## config.mk

```make
export PLATFORM = sky130hd
export DESIGN_NAME = ribp_top
export DESIGN_NICKNAME = d
export VERILOG_FILES = /design/src/ribp_pkg.sv /design/src/ribp_irq_if.sv /design/src/ribp_top.sv /design/src/ribp_irq_chan.sv
export SDC_FILE = /design/constraint.sdc
export NUM_CORES = 1
export LEC_CHECK = 0
export BUFFER_PORTS_ARGS = -buffer_cell sky130_fd_sc_hd__buf_2
export CAP_MARGIN = 0
export CORE_ASPECT_RATIO = 1.2
export CORE_UTILIZATION = 41
export CTS_CLUSTER_DIAMETER = 100
export DETAILED_ROUTE_END_ITERATION = 16
export PLACE_DENSITY = 0.75
export RECOVER_POWER = 25
export SLEW_MARGIN = 30
export SYNTH_ARGS = -nofsm -noshare
export SYNTH_HDL_FRONTEND = slang
export SYNTH_SLANG_ARGS = --single-unit
export TNS_END_PERCENT = 30
```

## constraint.sdc

```tcl
create_clock -name clk_sys_in -period 2.07 [get_ports clk_sys_in]
set_input_delay 0 -clock clk_sys_in [delete_from_list [all_inputs] [get_ports clk_sys_in]]
set_output_delay 0 -clock clk_sys_in [all_outputs]
set_load 0.02 [all_outputs]
```

## src/ribp_pkg.sv

```systemverilog
`default_nettype none

package ribp_pkg;

    // ------------------------------------------------------------
    // bus geometry
    // ------------------------------------------------------------
    localparam int unsigned APB_DW   = 32;   // apb data width
    localparam int unsigned APB_AW   = 32;   // apb address width
    localparam int unsigned DEC_W    = 8;    // decoded address bits

    // ------------------------------------------------------------
    // register byte offsets
    // ------------------------------------------------------------
    localparam logic [7:0] OFS_PULLUP_DIS  = 8'h00; // pullup_disable_reg
    localparam logic [7:0] OFS_PE_PULLUP   = 8'h04; // port_e_pullup_enable
    localparam logic [7:0] OFS_PE_FUNC     = 8'h08; // 1 = port, 0 = timer
    localparam logic [7:0] OFS_PE_DIR      = 8'h0c; // 1 = output
    localparam logic [7:0] OFS_PE_DATA     = 8'h10; // out latch / pin read
    localparam logic [7:0] OFS_IRQ_CTRL    = 8'h14; // 1 = falling edge
    localparam logic [7:0] OFS_STATUS      = 8'h18; // pending w1c, boot

    // ------------------------------------------------------------
    // field layout
    // ------------------------------------------------------------
    localparam int unsigned PUD_W          = 4;
    localparam int unsigned PUD_IRQ_BIT    = 0;  // irq inputs pull-up off
    localparam int unsigned PUD_RESET_BIT  = 1;  // reset input pull-up off
    localparam int unsigned PUD_BOOT_BIT   = 2;  // boot_strap_pullup_off
    localparam int unsigned PUD_MEMMD_BIT  = 3;  // memory-mode strap off
    localparam int unsigned PE_N           = 4;  // shared timer pins
    localparam int unsigned IRQ_N          = 2;  // ext_irq_a_n, ext_irq_b_n
    localparam int unsigned ST_PEND_LSB    = 0;  // two pending flags
    localparam int unsigned ST_BOOT_LSB    = 2;  // boot mode {mb, ma}
    localparam int unsigned ST_MEMMD_BIT   = 4;  // external memory mode
    localparam int unsigned ST_W           = 5;

    // ------------------------------------------------------------
    // reset values and ties
    // ------------------------------------------------------------
    localparam logic [PUD_W-1:0] PUD_RST      = 4'h0;
    localparam logic [PE_N-1:0]  PE_PULLUP_RST = 4'hf;
    localparam logic [PE_N-1:0]  PE_FUNC_RST  = 4'h0;
    localparam logic [PE_N-1:0]  PE_DIR_RST   = 4'h0;
    localparam logic [PE_N-1:0]  PE_DATA_RST  = 4'h0;
    localparam logic [IRQ_N-1:0] IRQ_CTRL_RST = 2'h0;
    localparam logic [1:0]       BOOT_RST     = 2'h0;
    localparam logic             IRQ_IDLE     = 1'b1;
    localparam logic             EXT_BOOT_TIE = 1'b0;
    localparam logic             MEMMD_TIE    = 1'b0;

    // ------------------------------------------------------------
    // timing
    // ------------------------------------------------------------
    localparam int unsigned RELEASE_CYCLES_DEF = 32;

    // reset sequencer states
    typedef enum logic [0:0] {
        RST_COUNT,
        RST_DONE
    } ribp_rst_state_t;

endpackage : ribp_pkg

`default_nettype wire

```

## src/ribp_irq_if.sv

```systemverilog
`default_nettype none

// ------------------------------------------------------------
// control path between the top and one irq channel
// ------------------------------------------------------------
interface ribp_irq_if;
    logic edge_sel;   // 1 = falling edge, 0 = low level
    logic clear;      // one-cycle clear of the pending flag
    logic pending;    // edge pending flag
    logic request;    // service request towards the core

    modport ctrl (output edge_sel, output clear,
                  input pending, input request);
    modport chan (input edge_sel, input clear,
                  output pending, output request);
endinterface : ribp_irq_if

`default_nettype wire

```

## src/ribp_top.sv

```systemverilog
// Local design decisions: the register offsets and the APB register port.
`default_nettype none

// Summary of operation
// - shared timer pins select timer after reset
// - each port pin individually input or output
// - pin pull-ups on at reset, bit clear disables
// - stop or wait: irq wake recognised asynchronously
// - other modes: irq inputs synchronised to clock
// - each irq programmable level or falling edge
// - irq pull-up on at reset, disable bit
// - reset input low initialises and holds device
// - internal reset released synchronously after fixed count
// - power-on reset asserts device reset independently
// - reset pull-up on at reset, disable bit
// - reset output mirrors internal reset state
// - boot strap high boots external unless secured
// - both straps tied low internally
// - boot decision uses strap, security, memory mode
// - secured flash forces internal boot mode 00
module ribp_top #(
    parameter int unsigned RELEASE_CYCLES = ribp_pkg::RELEASE_CYCLES_DEF
) (
    // clock and resets
    input  wire logic                       clk_sys_in,
    input  wire logic                       reset_n_in,
    input  wire logic                       por_n_in,
    // apb slave
    input  wire logic                       psel_in,
    input  wire logic                       penable_in,
    input  wire logic                       pwrite_in,
    input  wire logic [ribp_pkg::APB_AW-1:0] paddr_in,
    input  wire logic [ribp_pkg::APB_DW-1:0] pwdata_in,
    output logic      [ribp_pkg::APB_DW-1:0] prdata_out,
    output logic                            pready_out,
    output logic                            pslverr_out,
    // reset outputs
    output logic                            reset_out_n_out,
    output logic                            sys_reset_n_out,
    // interrupt pins and core side
    input  wire logic                       ext_irq_a_n_in,
    input  wire logic                       ext_irq_b_n_in,
    input  wire logic                       low_power_in,
    output logic      [ribp_pkg::IRQ_N-1:0] irq_req_out,
    output logic                            irq_wake_out,
    // boot
    input  wire logic                       flash_secured_in,
    output logic      [1:0]                 boot_mode_out,
    output logic                            ext_mem_mode_out,
    // pull-up enables
    output logic                            irq_pullup_en_out,
    output logic                            reset_pullup_en_out,
    output logic                            boot_strap_pullup_en_out,
    output logic                            mem_mode_pullup_en_out,
    output logic      [ribp_pkg::PE_N-1:0]  port_e_pullup_en_out,
    // timer side of the shared pins
    input  wire logic [ribp_pkg::PE_N-1:0]  timer_d_out_in,
    input  wire logic [ribp_pkg::PE_N-1:0]  timer_d_oe_in,
    output logic      [ribp_pkg::PE_N-1:0]  timer_d_in_out,
    // shared pins, port_e_pin_10 .. port_e_pin_13
    input  wire logic [ribp_pkg::PE_N-1:0]  timer_d_channel_pins_in,
    output logic      [ribp_pkg::PE_N-1:0]  timer_d_channel_pins_out,
    output logic      [ribp_pkg::PE_N-1:0]  timer_d_channel_pins_oe_out
);
    import ribp_pkg::*;

    localparam int unsigned CNT_W = $clog2(RELEASE_CYCLES + 1);
    localparam logic [CNT_W-1:0] CNT_LAST = CNT_W'(RELEASE_CYCLES - 1);

    // elaboration check on the release count
    generate
        if (RELEASE_CYCLES < 1)
        begin : g_bad_count
            $error("RELEASE_CYCLES must be at least 1");
        end
    endgenerate

    // ------------------------------------------------------------
    // reset sequencer
    // ------------------------------------------------------------
    logic            raw_rst_n;      // pin reset and power-on combined
    ribp_rst_state_t rst_state_reg;
    ribp_rst_state_t rst_state_next;
    logic [CNT_W-1:0] cnt_reg;
    logic [CNT_W-1:0] cnt_next;
    logic            int_rst_n_reg;  // internal reset, active low
    logic            cnt_done;

    // either source drives the device into reset
    assign raw_rst_n = reset_n_in & por_n_in;
    assign cnt_done  = (cnt_reg == CNT_LAST);

    // next state of the release counter
    always_comb
    begin
        rst_state_next = rst_state_reg;
        cnt_next       = cnt_reg;
        unique case (rst_state_reg)
            RST_COUNT:
            begin
                if (cnt_done)
                    rst_state_next = RST_DONE;
                else
                    cnt_next = cnt_reg + CNT_W'(1);
            end
            RST_DONE:
            begin
                cnt_next = cnt_reg;
            end
        endcase
    end

    // asynchronous assert, synchronous release
    always_ff @(posedge clk_sys_in or negedge raw_rst_n)
    begin
        if (!raw_rst_n)
        begin
            rst_state_reg <= RST_COUNT;
            cnt_reg       <= '0;
            int_rst_n_reg <= 1'b0;
        end
        else
        begin
            rst_state_reg <= rst_state_next;
            cnt_reg       <= cnt_next;
            int_rst_n_reg <= (rst_state_next == RST_DONE);
        end
    end

    // reset pin and core reset follow the internal state
    assign reset_out_n_out = int_rst_n_reg;
    assign sys_reset_n_out = int_rst_n_reg;

    // ------------------------------------------------------------
    // apb decode
    // ------------------------------------------------------------
    logic [DEC_W-1:0] addr;
    logic             hit_pud;
    logic             hit_pur;
    logic             hit_func;
    logic             hit_dir;
    logic             hit_data;
    logic             hit_ictl;
    logic             hit_stat;
    logic             hit_any;
    logic             access;
    logic             wr_en;     // write strobe, blocked in reset
    logic             setup;

    assign addr     = paddr_in[DEC_W-1:0];
    assign hit_pud  = (addr == OFS_PULLUP_DIS);
    assign hit_pur  = (addr == OFS_PE_PULLUP);
    assign hit_func = (addr == OFS_PE_FUNC);
    assign hit_dir  = (addr == OFS_PE_DIR);
    assign hit_data = (addr == OFS_PE_DATA);
    assign hit_ictl = (addr == OFS_IRQ_CTRL);
    assign hit_stat = (addr == OFS_STATUS);
    assign hit_any  = (paddr_in[APB_AW-1:DEC_W] == '0)
                    & (hit_pud | hit_pur | hit_func | hit_dir
                       | hit_data | hit_ictl | hit_stat);
    assign setup    = psel_in & ~penable_in;
    assign access   = psel_in & penable_in;
    assign wr_en    = access & pwrite_in & hit_any & int_rst_n_reg;

    // zero wait states; unmapped addresses answer with an error
    assign pready_out  = 1'b1;
    assign pslverr_out = access & ~hit_any;

    // ------------------------------------------------------------
    // registers
    // ------------------------------------------------------------
    logic [PUD_W-1:0] pud_reg;    // pullup_disable_reg
    logic [PE_N-1:0]  pur_reg;    // port_e_pullup_enable
    logic [PE_N-1:0]  func_reg;   // port function select
    logic [PE_N-1:0]  dir_reg;    // port direction
    logic [PE_N-1:0]  data_reg;   // port output latch
    logic [IRQ_N-1:0] ictl_reg;   // irq edge select
    logic [APB_DW-1:0] rdata_reg; // read data, taken in setup
    logic [APB_DW-1:0] rd_mux;
    logic [ST_W-1:0]  status;

    // software registers, reset values select timer use
    always_ff @(posedge clk_sys_in or negedge raw_rst_n)
    begin
        if (!raw_rst_n)
        begin
            pud_reg  <= PUD_RST;
            pur_reg  <= PE_PULLUP_RST;
            func_reg <= PE_FUNC_RST;
            dir_reg  <= PE_DIR_RST;
            data_reg <= PE_DATA_RST;
            ictl_reg <= IRQ_CTRL_RST;
        end
        else if (wr_en)
        begin
            if (hit_pud)
                pud_reg <= pwdata_in[PUD_W-1:0];
            if (hit_pur)
                pur_reg <= pwdata_in[PE_N-1:0];
            if (hit_func)
                func_reg <= pwdata_in[PE_N-1:0];
            if (hit_dir)
                dir_reg <= pwdata_in[PE_N-1:0];
            if (hit_data)
                data_reg <= pwdata_in[PE_N-1:0];
            if (hit_ictl)
                ictl_reg <= pwdata_in[IRQ_N-1:0];
        end
    end

    // read multiplexer; data register reads the pins
    always_comb
    begin
        rd_mux = '0;
        if (hit_pud)
            rd_mux = APB_DW'(pud_reg);
        else if (hit_pur)
            rd_mux = APB_DW'(pur_reg);
        else if (hit_func)
            rd_mux = APB_DW'(func_reg);
        else if (hit_dir)
            rd_mux = APB_DW'(dir_reg);
        else if (hit_data)
            rd_mux = APB_DW'(timer_d_channel_pins_in);
        else if (hit_ictl)
            rd_mux = APB_DW'(ictl_reg);
        else if (hit_stat)
            rd_mux = APB_DW'(status);
    end

    // read data captured in the setup cycle
    always_ff @(posedge clk_sys_in or negedge raw_rst_n)
    begin
        if (!raw_rst_n)
            rdata_reg <= '0;
        else if (setup)
            rdata_reg <= hit_any ? rd_mux : '0;
    end

    assign prdata_out = rdata_reg;

    // ------------------------------------------------------------
    // external interrupts
    // ------------------------------------------------------------
    logic [IRQ_N-1:0] irq_pins_n;
    logic [IRQ_N-1:0] irq_pend;
    logic             stat_wr;

    ribp_irq_if irq_bus [IRQ_N] ();

    assign irq_pins_n = {ext_irq_b_n_in, ext_irq_a_n_in};
    assign stat_wr    = wr_en & hit_stat;

    // one channel per request input
    for (genvar i = 0; i < IRQ_N; i++)
    begin : g_irq
        assign irq_bus[i].edge_sel = ictl_reg[i];
        // write one to clear a pending flag
        assign irq_bus[i].clear    = stat_wr & pwdata_in[ST_PEND_LSB + i];
        assign irq_pend[i]         = irq_bus[i].pending;
        assign irq_req_out[i]      = irq_bus[i].request;

        ribp_irq_chan u_chan (
            .clk_in   (clk_sys_in),
            .rst_n_in (raw_rst_n),
            .irq_n_in (irq_pins_n[i]),
            .ctl      (irq_bus[i])
        );
    end

    // clockless wake path for stop and wait
    assign irq_wake_out = low_power_in & ~(&irq_pins_n);

    // ------------------------------------------------------------
    // boot configuration
    // ------------------------------------------------------------
    logic [1:0] boot_reg;    // {mb, ma}
    logic       memmd_reg;
    logic       boot_ma;
    logic       boot_mb;

    // straps tied low inside the device
    // external boot only with unsecured flash
    assign boot_mb = ~flash_secured_in;
    assign boot_ma = EXT_BOOT_TIE & ~flash_secured_in;

    // latched while the internal reset is held
    always_ff @(posedge clk_sys_in or negedge raw_rst_n)
    begin
        if (!raw_rst_n)
        begin
            boot_reg  <= BOOT_RST;
            memmd_reg <= 1'b0;
        end
        else if (!int_rst_n_reg)
        begin
            boot_reg  <= {boot_mb, boot_ma};
            memmd_reg <= boot_ma & MEMMD_TIE;
        end
    end

    assign boot_mode_out    = boot_reg;
    assign ext_mem_mode_out = memmd_reg;
    assign status           = {memmd_reg, boot_reg, irq_pend};

    // ------------------------------------------------------------
    // pull-ups and shared pins
    // ------------------------------------------------------------
    assign irq_pullup_en_out        = ~pud_reg[PUD_IRQ_BIT];
    assign reset_pullup_en_out      = ~pud_reg[PUD_RESET_BIT];
    assign boot_strap_pullup_en_out = ~pud_reg[PUD_BOOT_BIT];
    assign mem_mode_pullup_en_out   = ~pud_reg[PUD_MEMMD_BIT];
    assign port_e_pullup_en_out     = pur_reg;

    // timer or port drives each pin
    assign timer_d_channel_pins_out =
        (func_reg & data_reg) | (~func_reg & timer_d_out_in);
    assign timer_d_channel_pins_oe_out =
        (func_reg & dir_reg) | (~func_reg & timer_d_oe_in);
    assign timer_d_in_out = timer_d_channel_pins_in;

    // ------------------------------------------------------------
    // checks
    // ------------------------------------------------------------
    a_rst_release: assert property (
        @(posedge clk_sys_in) disable iff (!raw_rst_n)
        $rose(int_rst_n_reg) |-> $past(cnt_reg) == CNT_LAST)
        else $error("internal reset released at wrong count");

    a_rst_mirror: assert property (
        @(posedge clk_sys_in) disable iff (!raw_rst_n)
        !int_rst_n_reg |-> !reset_out_n_out && !sys_reset_n_out)
        else $error("reset output does not follow internal reset");

    a_timer_default: assert property (
        @(posedge clk_sys_in) disable iff (!raw_rst_n)
        !int_rst_n_reg |->
            timer_d_channel_pins_oe_out == timer_d_oe_in)
        else $error("shared pins not on timer during reset");

    a_pullup_reset: assert property (
        @(posedge clk_sys_in) disable iff (!raw_rst_n)
        !int_rst_n_reg |-> port_e_pullup_en_out == PE_PULLUP_RST
            && irq_pullup_en_out && reset_pullup_en_out)
        else $error("pull-ups not enabled during reset");

    a_secure_boot: assert property (
        @(posedge clk_sys_in) disable iff (!raw_rst_n)
        !int_rst_n_reg && flash_secured_in |=> boot_mode_out == BOOT_RST)
        else $error("secured flash did not force mode 00");

    a_wake_async: assert property (
        @(posedge clk_sys_in) disable iff (!raw_rst_n)
        low_power_in && !ext_irq_a_n_in |-> irq_wake_out)
        else $error("wake not raised in low power");

    a_apb_error: assert property (
        @(posedge clk_sys_in) disable iff (!raw_rst_n)
        access && !hit_any |-> pslverr_out && prdata_out == '0)
        else $error("unmapped access not refused");

    a_port_dir: assert property (
        @(posedge clk_sys_in) disable iff (!raw_rst_n)
        wr_en && hit_dir |=> dir_reg == $past(pwdata_in[PE_N-1:0]))
        else $error("direction write not taken");

endmodule : ribp_top

`default_nettype wire

```

## src/ribp_irq_chan.sv

```systemverilog
`default_nettype none

module ribp_irq_chan (
    // clock and reset
    input  wire logic clk_in,
    input  wire logic rst_n_in,
    // request pin, active low
    input  wire logic irq_n_in,
    // control from the top
    ribp_irq_if.chan  ctl
);
    import ribp_pkg::*;

    // ------------------------------------------------------------
    // synchroniser and edge detect
    // ------------------------------------------------------------
    logic meta_reg;   // first stage, read only by sync_reg
    logic sync_reg;   // second stage
    logic prev_reg;   // delayed copy for edge detect
    logic pend_reg;   // falling edge seen
    logic pend_next;
    logic fall;

    // two-flop synchroniser before any detection
    always_ff @(posedge clk_in or negedge rst_n_in)
    begin
        if (!rst_n_in)
        begin
            meta_reg <= IRQ_IDLE;
            sync_reg <= IRQ_IDLE;
            prev_reg <= IRQ_IDLE;
        end
        else
        begin
            meta_reg <= irq_n_in;
            sync_reg <= meta_reg;
            prev_reg <= sync_reg;
        end
    end

    // falling edge of the synchronised level
    assign fall = prev_reg & ~sync_reg;

    // set wins over clear; flag only lives in edge mode
    assign pend_next = (ctl.edge_sel & fall)
                     | (pend_reg & ~ctl.clear & ctl.edge_sel);

    // pending flag
    always_ff @(posedge clk_in or negedge rst_n_in)
    begin
        if (!rst_n_in)
            pend_reg <= 1'b0;
        else
            pend_reg <= pend_next;
    end

    // level mode requests while low, edge mode while pending
    assign ctl.pending = pend_reg;
    assign ctl.request = ctl.edge_sel ? pend_reg : ~sync_reg;

    // ------------------------------------------------------------
    // checks
    // ------------------------------------------------------------
    a_edge_latch: assert property (
        @(posedge clk_in) disable iff (!rst_n_in)
        ctl.edge_sel && $fell(sync_reg) |=> ctl.pending)
        else $error("falling edge not latched");

    a_level_sync: assert property (
        @(posedge clk_in) disable iff (!rst_n_in)
        !ctl.edge_sel && $past(rst_n_in, 2)
            && $past(irq_n_in, 2) == 1'b0 |-> ctl.request)
        else $error("level request not two cycles after pin");

    a_clear_pend: assert property (
        @(posedge clk_in) disable iff (!rst_n_in)
        ctl.clear && !fall |=> !ctl.pending)
        else $error("pending flag survived clear");

endmodule : ribp_irq_chan

`default_nettype wire

```

; ---- Word-level counts from Yosys, hierarchy flattened
; Cells that the tools add are included.
; Widths: inputs -> output; s select.
[word_totals]
register_bits = 70
latchBits = 0
ramBits = 0
rom_bits = 0
input_bits = 86
output_inout_bits = 62
memories = 0
[classes]
addsub = 1
n_mul = 0
div = 0
order_cmp = 0
n_eq_ne = 8
shift = 0
mux = 14
n_bitwise = 48
reduce_logical = 10
[op_table]
columns = cell, count
row1 = $mux 32, 1
row2 = $mux 4, 7
row3 = $eq 8x5->1 const B, 3
row4 = $logic_not 24->1, 1
row5 = $and 1x1->1, 20
row6 = $and 4x4->4, 4
row7 = $eq 8x4->1 const B, 2
row8 = $reduce_and 2->1, 8
row9 = $not 1->1, 13
row10 = $mux 6, 2
row11 = $eq 8x3->1 const B, 1
row12 = $logic_not 8->1, 1
row13 = $or 1x1->1, 8
row14 = $or 4x4->4, 2
row15 = $add 6x1->6 const B, 1
row16 = $eq 6x5->1 const B, 1
row17 = $mux 1, 4
row18 = $not 4->4, 1
row19 = $ne 2x2->1 const B, 1

; ---- Longest topological paths before layout
[logic_depth]
ltp_word = 16
mapped_depth = 6
ltp_nobuf = 4

; ---- Cells and area by module
; A second synthesis with hierarchy kept.
[unflattened]
hier_cells = 231
hier_area_um2 = 2616.3
[by_module_without_submodules]
columns = module, instances, cells_each, area_each_um2, seq_area_each_um2
row1 = ribp_top, 1, 213, 2328.5, 855.8
row2 = ribp_irq_chan, 2, 9, 143.9, 103.8

; ---- Least setup slack after synthesis
; OpenSTA, ideal clock, no wires.
[synth_timing]
path_type = reg-to-reg
from = reg int_rst_n_reg (netlist: reset_out_n_out)
to = reg pud_reg[0]
setup_ps = 128
arrival_ps = 1717
required_time_ps = 1942
setup_slack_ps = 225
stages_incl_launch_ff = 5
synth_period_minus_slack_ps = 1845
path_cell_list = dfrtp_1 and4_1 nand4_4 nor4_4 mux2_1
[synth_via]
elab_chain_cells = 2
[synth_lines]
columns = item, line_no
row1 = "start, declared", ribp_top.sv:86  ; logic int_rst_n_reg;
row2 = "start signal, assigned", ribp_top.sv:126  ; int_rst_n_reg <= (rst_state_next == RST_DONE);
row3 = $and 1x1->1, ribp_top.sv:163  ; assign wr_en = access & pwrite_in & hit_any & int_rst_n_reg;
row4 = $reduce_and 2->1 (no line), n/a
row5 = "end signal, assigned", ribp_top.sv:197  ; pud_reg <= pwdata_in[PUD_W-1:0];
row6 = "end, declared", ribp_top.sv:172  ; logic [PUD_W-1:0] pud_reg;
; Every way passes these cells.
; A chain may end at the register's enable or synchronous reset.

; ---- Worst setup path in the final report
[layout_timing]
from = reg int_rst_n_reg (netlist: reset_out_n_out)
to = reg pur_reg[1] (netlist: port_e_pullup_en_out[1])
[layout_via]
elab_chain_cells = 2
[layout_lines]
columns = item, line_no
row1 = $and 1x1->1, ribp_top.sv:163
row2 = $reduce_and 2->1 (no line), n/a
row3 = "end signal, assigned", ribp_top.sv:199  ; pur_reg <= pwdata_in[PE_N-1:0];
row4 = "end, declared", ribp_top.sv:173  ; logic [PE_N-1:0] pur_reg;
; Every way passes these cells.

==> metrics.txt <==
layout overhead on the synthesized area=21.1%; hold crit path type=in -> reg; post-CTS setup buffers=0; Clock Skew=0.00880 ns; f_max=about 0.55 GHz; Port Buffers=88; Synth async-reset ratio=100%; Leak=roughly 1.5 nW; Reg2Reg Setup Slack=~0.24 ns; most frequent cells in the layout=buf_2 (83), dfrtp_1 (32), conb_1 (31); 1st-pass router iterations=4; vias per inst=4.84; initial DRC count=51; core area=0.00613 mm2; hold path startpoint=pwdata_in[1]; HPWL after DPL=4420 um; antenna fix cells=0; R2R depth=4; Clk Latency, worst-skew pair=around 0.29 ns; Total Routing Usage GR=between 10% and 20%; area leader, netlist=dfrtp_1; unrepaired setup endpoints after global routing=false; Least-Margin Pin Slew=0.685 ns; leading cell type in the layout, fill and taps excluded=buf_2; Crit path arrival time=2.05 ns; Power Dens Cells=511 mW/mm2; fin nets=404; Antenna Nets Post-Route=0; setup TNS=0 ns; largest net degree at the start of global routing=21; Die W=75.3 um; max cap viols=0; CTS clk-pin slew, worst paths=0.08 ns; beginning of the worst register-to-register path=reset_out_n_out; die height=about 90 um; status=complete, no violations; CTS tree=built; Yosys cell types=46; CP max FO=4; CTS Buf Count=5; Hold Vio Cnt, Final=0; htree depth=2; synth warn=0; CP Launch Type=flop; clock buffer depth=2; Die ar.=approximately 0.0068 mm2; initial antenna violation count=0; first-pass GRT wire length=just under 9000 um; number of fillers in the final layout=589; final routed DRC violation total=0; number of global-route vias before repair=1886; Critical Path Sink Type=flop; Seq/Total Area, Yosys=40.2%; Clock Root Buffer=clkbuf_8; Mapped Avg Cell Area=12.0 um2; GP Congestion=0.773; Placed Cells=383; final slew viol count=0; # rows=31; Initial Util=a little over two fifths; Post-Route Utilization=a little over half; Peak VDD IR=between 0.3 and 0.4 mV; # IOs=148; PostCTS Resize Cnt=0; Cells after Synth=220; ys flop type=dfrtp_1; Worst Setup Path Type=reg -> reg; Seq cells post-synth=42; hold_buf cts=9; Final Cycle Share=88.5%; Hold Path End=dir_reg[1]; FF-to-FF End=port_e_pullup_en_out[1]; min Tclk post-route=1.83 ns; total power=0.00164 W; DR vias=1934; share of layout cells above drive strength 1=41.8%; WL per Instance=around 14 um; Synth top area share=30.3%; non-filler instance count after layout=400; Req. time, crit path=2.29 ns; Cell Area, Synth=0.00265 mm2; number of flip-flops in the largest register=6; clock sink count=42; number of synthesized flops with an enable pin=0; final wirelength=roughly 5600 um; grt total ovfl=0; hold depth=2; Final Setup Violations=0; Rel. slew slack=54.3%; ranking of synthesized cells by area=dfrtp_1 (30%), buf_4 (11%), dfstp_2 (9.9%)
==> cell type report <==
type | instances | area (um2) | share of cell area (%)
clock buffers | 7 | 86.3 | 2.69
clock inverters | 1 | 5.00 | 0.156
inverters | 8 | 30.0 | 0.937
multi-input cells | 156 | 1350 | 42.2
flip-flops and latches | 42 | 1060 | 33.2
well taps | 82 | 103 | 3.20
repair buffers | 104 | 563 | 17.6
==> power breakdown <==
part,total [W],internal [W],switching [W]
Combinational,0.000268,0.0000938,0.000174
Sequential,0.000835,0.000831,0.00000399
Clock,0.000534,0.000269,0.000265
Total,0.00164,0.00119,0.000443
==> stage by stage <==
step	cell area, um2	worst slack, ns	hold slack [ns]
global placement	3040	0.263	0.115
floorplan	2750	0.225	0.00448
finish	3200	0.237	0.0404
global route	3200	0.130	0.0465
detailed placement	3040	0.249	0.116
CTS	3230	0.160	0.0231
==> worst max-delay path by stage <==
stage | start | endpoint | depth (start not counted) | slack, ns
4_1_cts | reset_n_in | dir_reg[1] | 4 | 0.16
2_1_floorplan | reset_out_n_out | pud_reg[0] | 4 | 0.23
3_5_place_dp | reset_out_n_out | port_e_pullup_en_out[1] | 4 | 0.25
3_3_place_gp | reset_out_n_out | port_e_pullup_en_out[3] | 4 | 0.26
6_report | reset_out_n_out | port_e_pullup_en_out[1] | 4 | 0.24
5_1_grt | reset_out_n_out | port_e_pullup_en_out[1] | 4 | 0.13
==> cells in the mapped netlist (5+ instances only) <==
master	n
buf_4	38
dfstp_2	10
mux2i_1	9
mux2_1	22
dfrtp_1	32
nor4_4	9
nand2_1	8
mux2_2	9
nor2b_1	5
inv_1	8
==> layer usage <==
layer,vias up,track usage [%],share of wire (%)
met1,927,21.0,42
li1,924,-,-
met2,75,30.2,51
met4,0,6.02,1.7
met5,-,0,0
met3,8,3.14,5.6
==> critical path, stage by stage (launching register included) <==
cell and delay [ns]:
dfrtp_1 0.35, and4_1 0.34, nand4_4 0.18, nor4_4 0.50
mux2_1 0.37
==> kinds of logic (layout without fill, tap and decap cells) <==
group | count (synthesis) | count (layout) | synth area share [%]
AOI/OAI and AO/OA | 16 | 16 | 4.07
xor gates and xnor gates | 5 | 5 | 1.66
adders and majority gates | 1 | 1 | 0.473
buffers and inverters | 51 | 120 | 12.7
DFF | 42 | 42 | 40.2
muxes | 42 | 42 | 18.3
other | 2 | 31 | 0.284
and+or+nand+nor | 61 | 61 | 22.3
No activity file was read; power rests on OpenSTA's default activity.
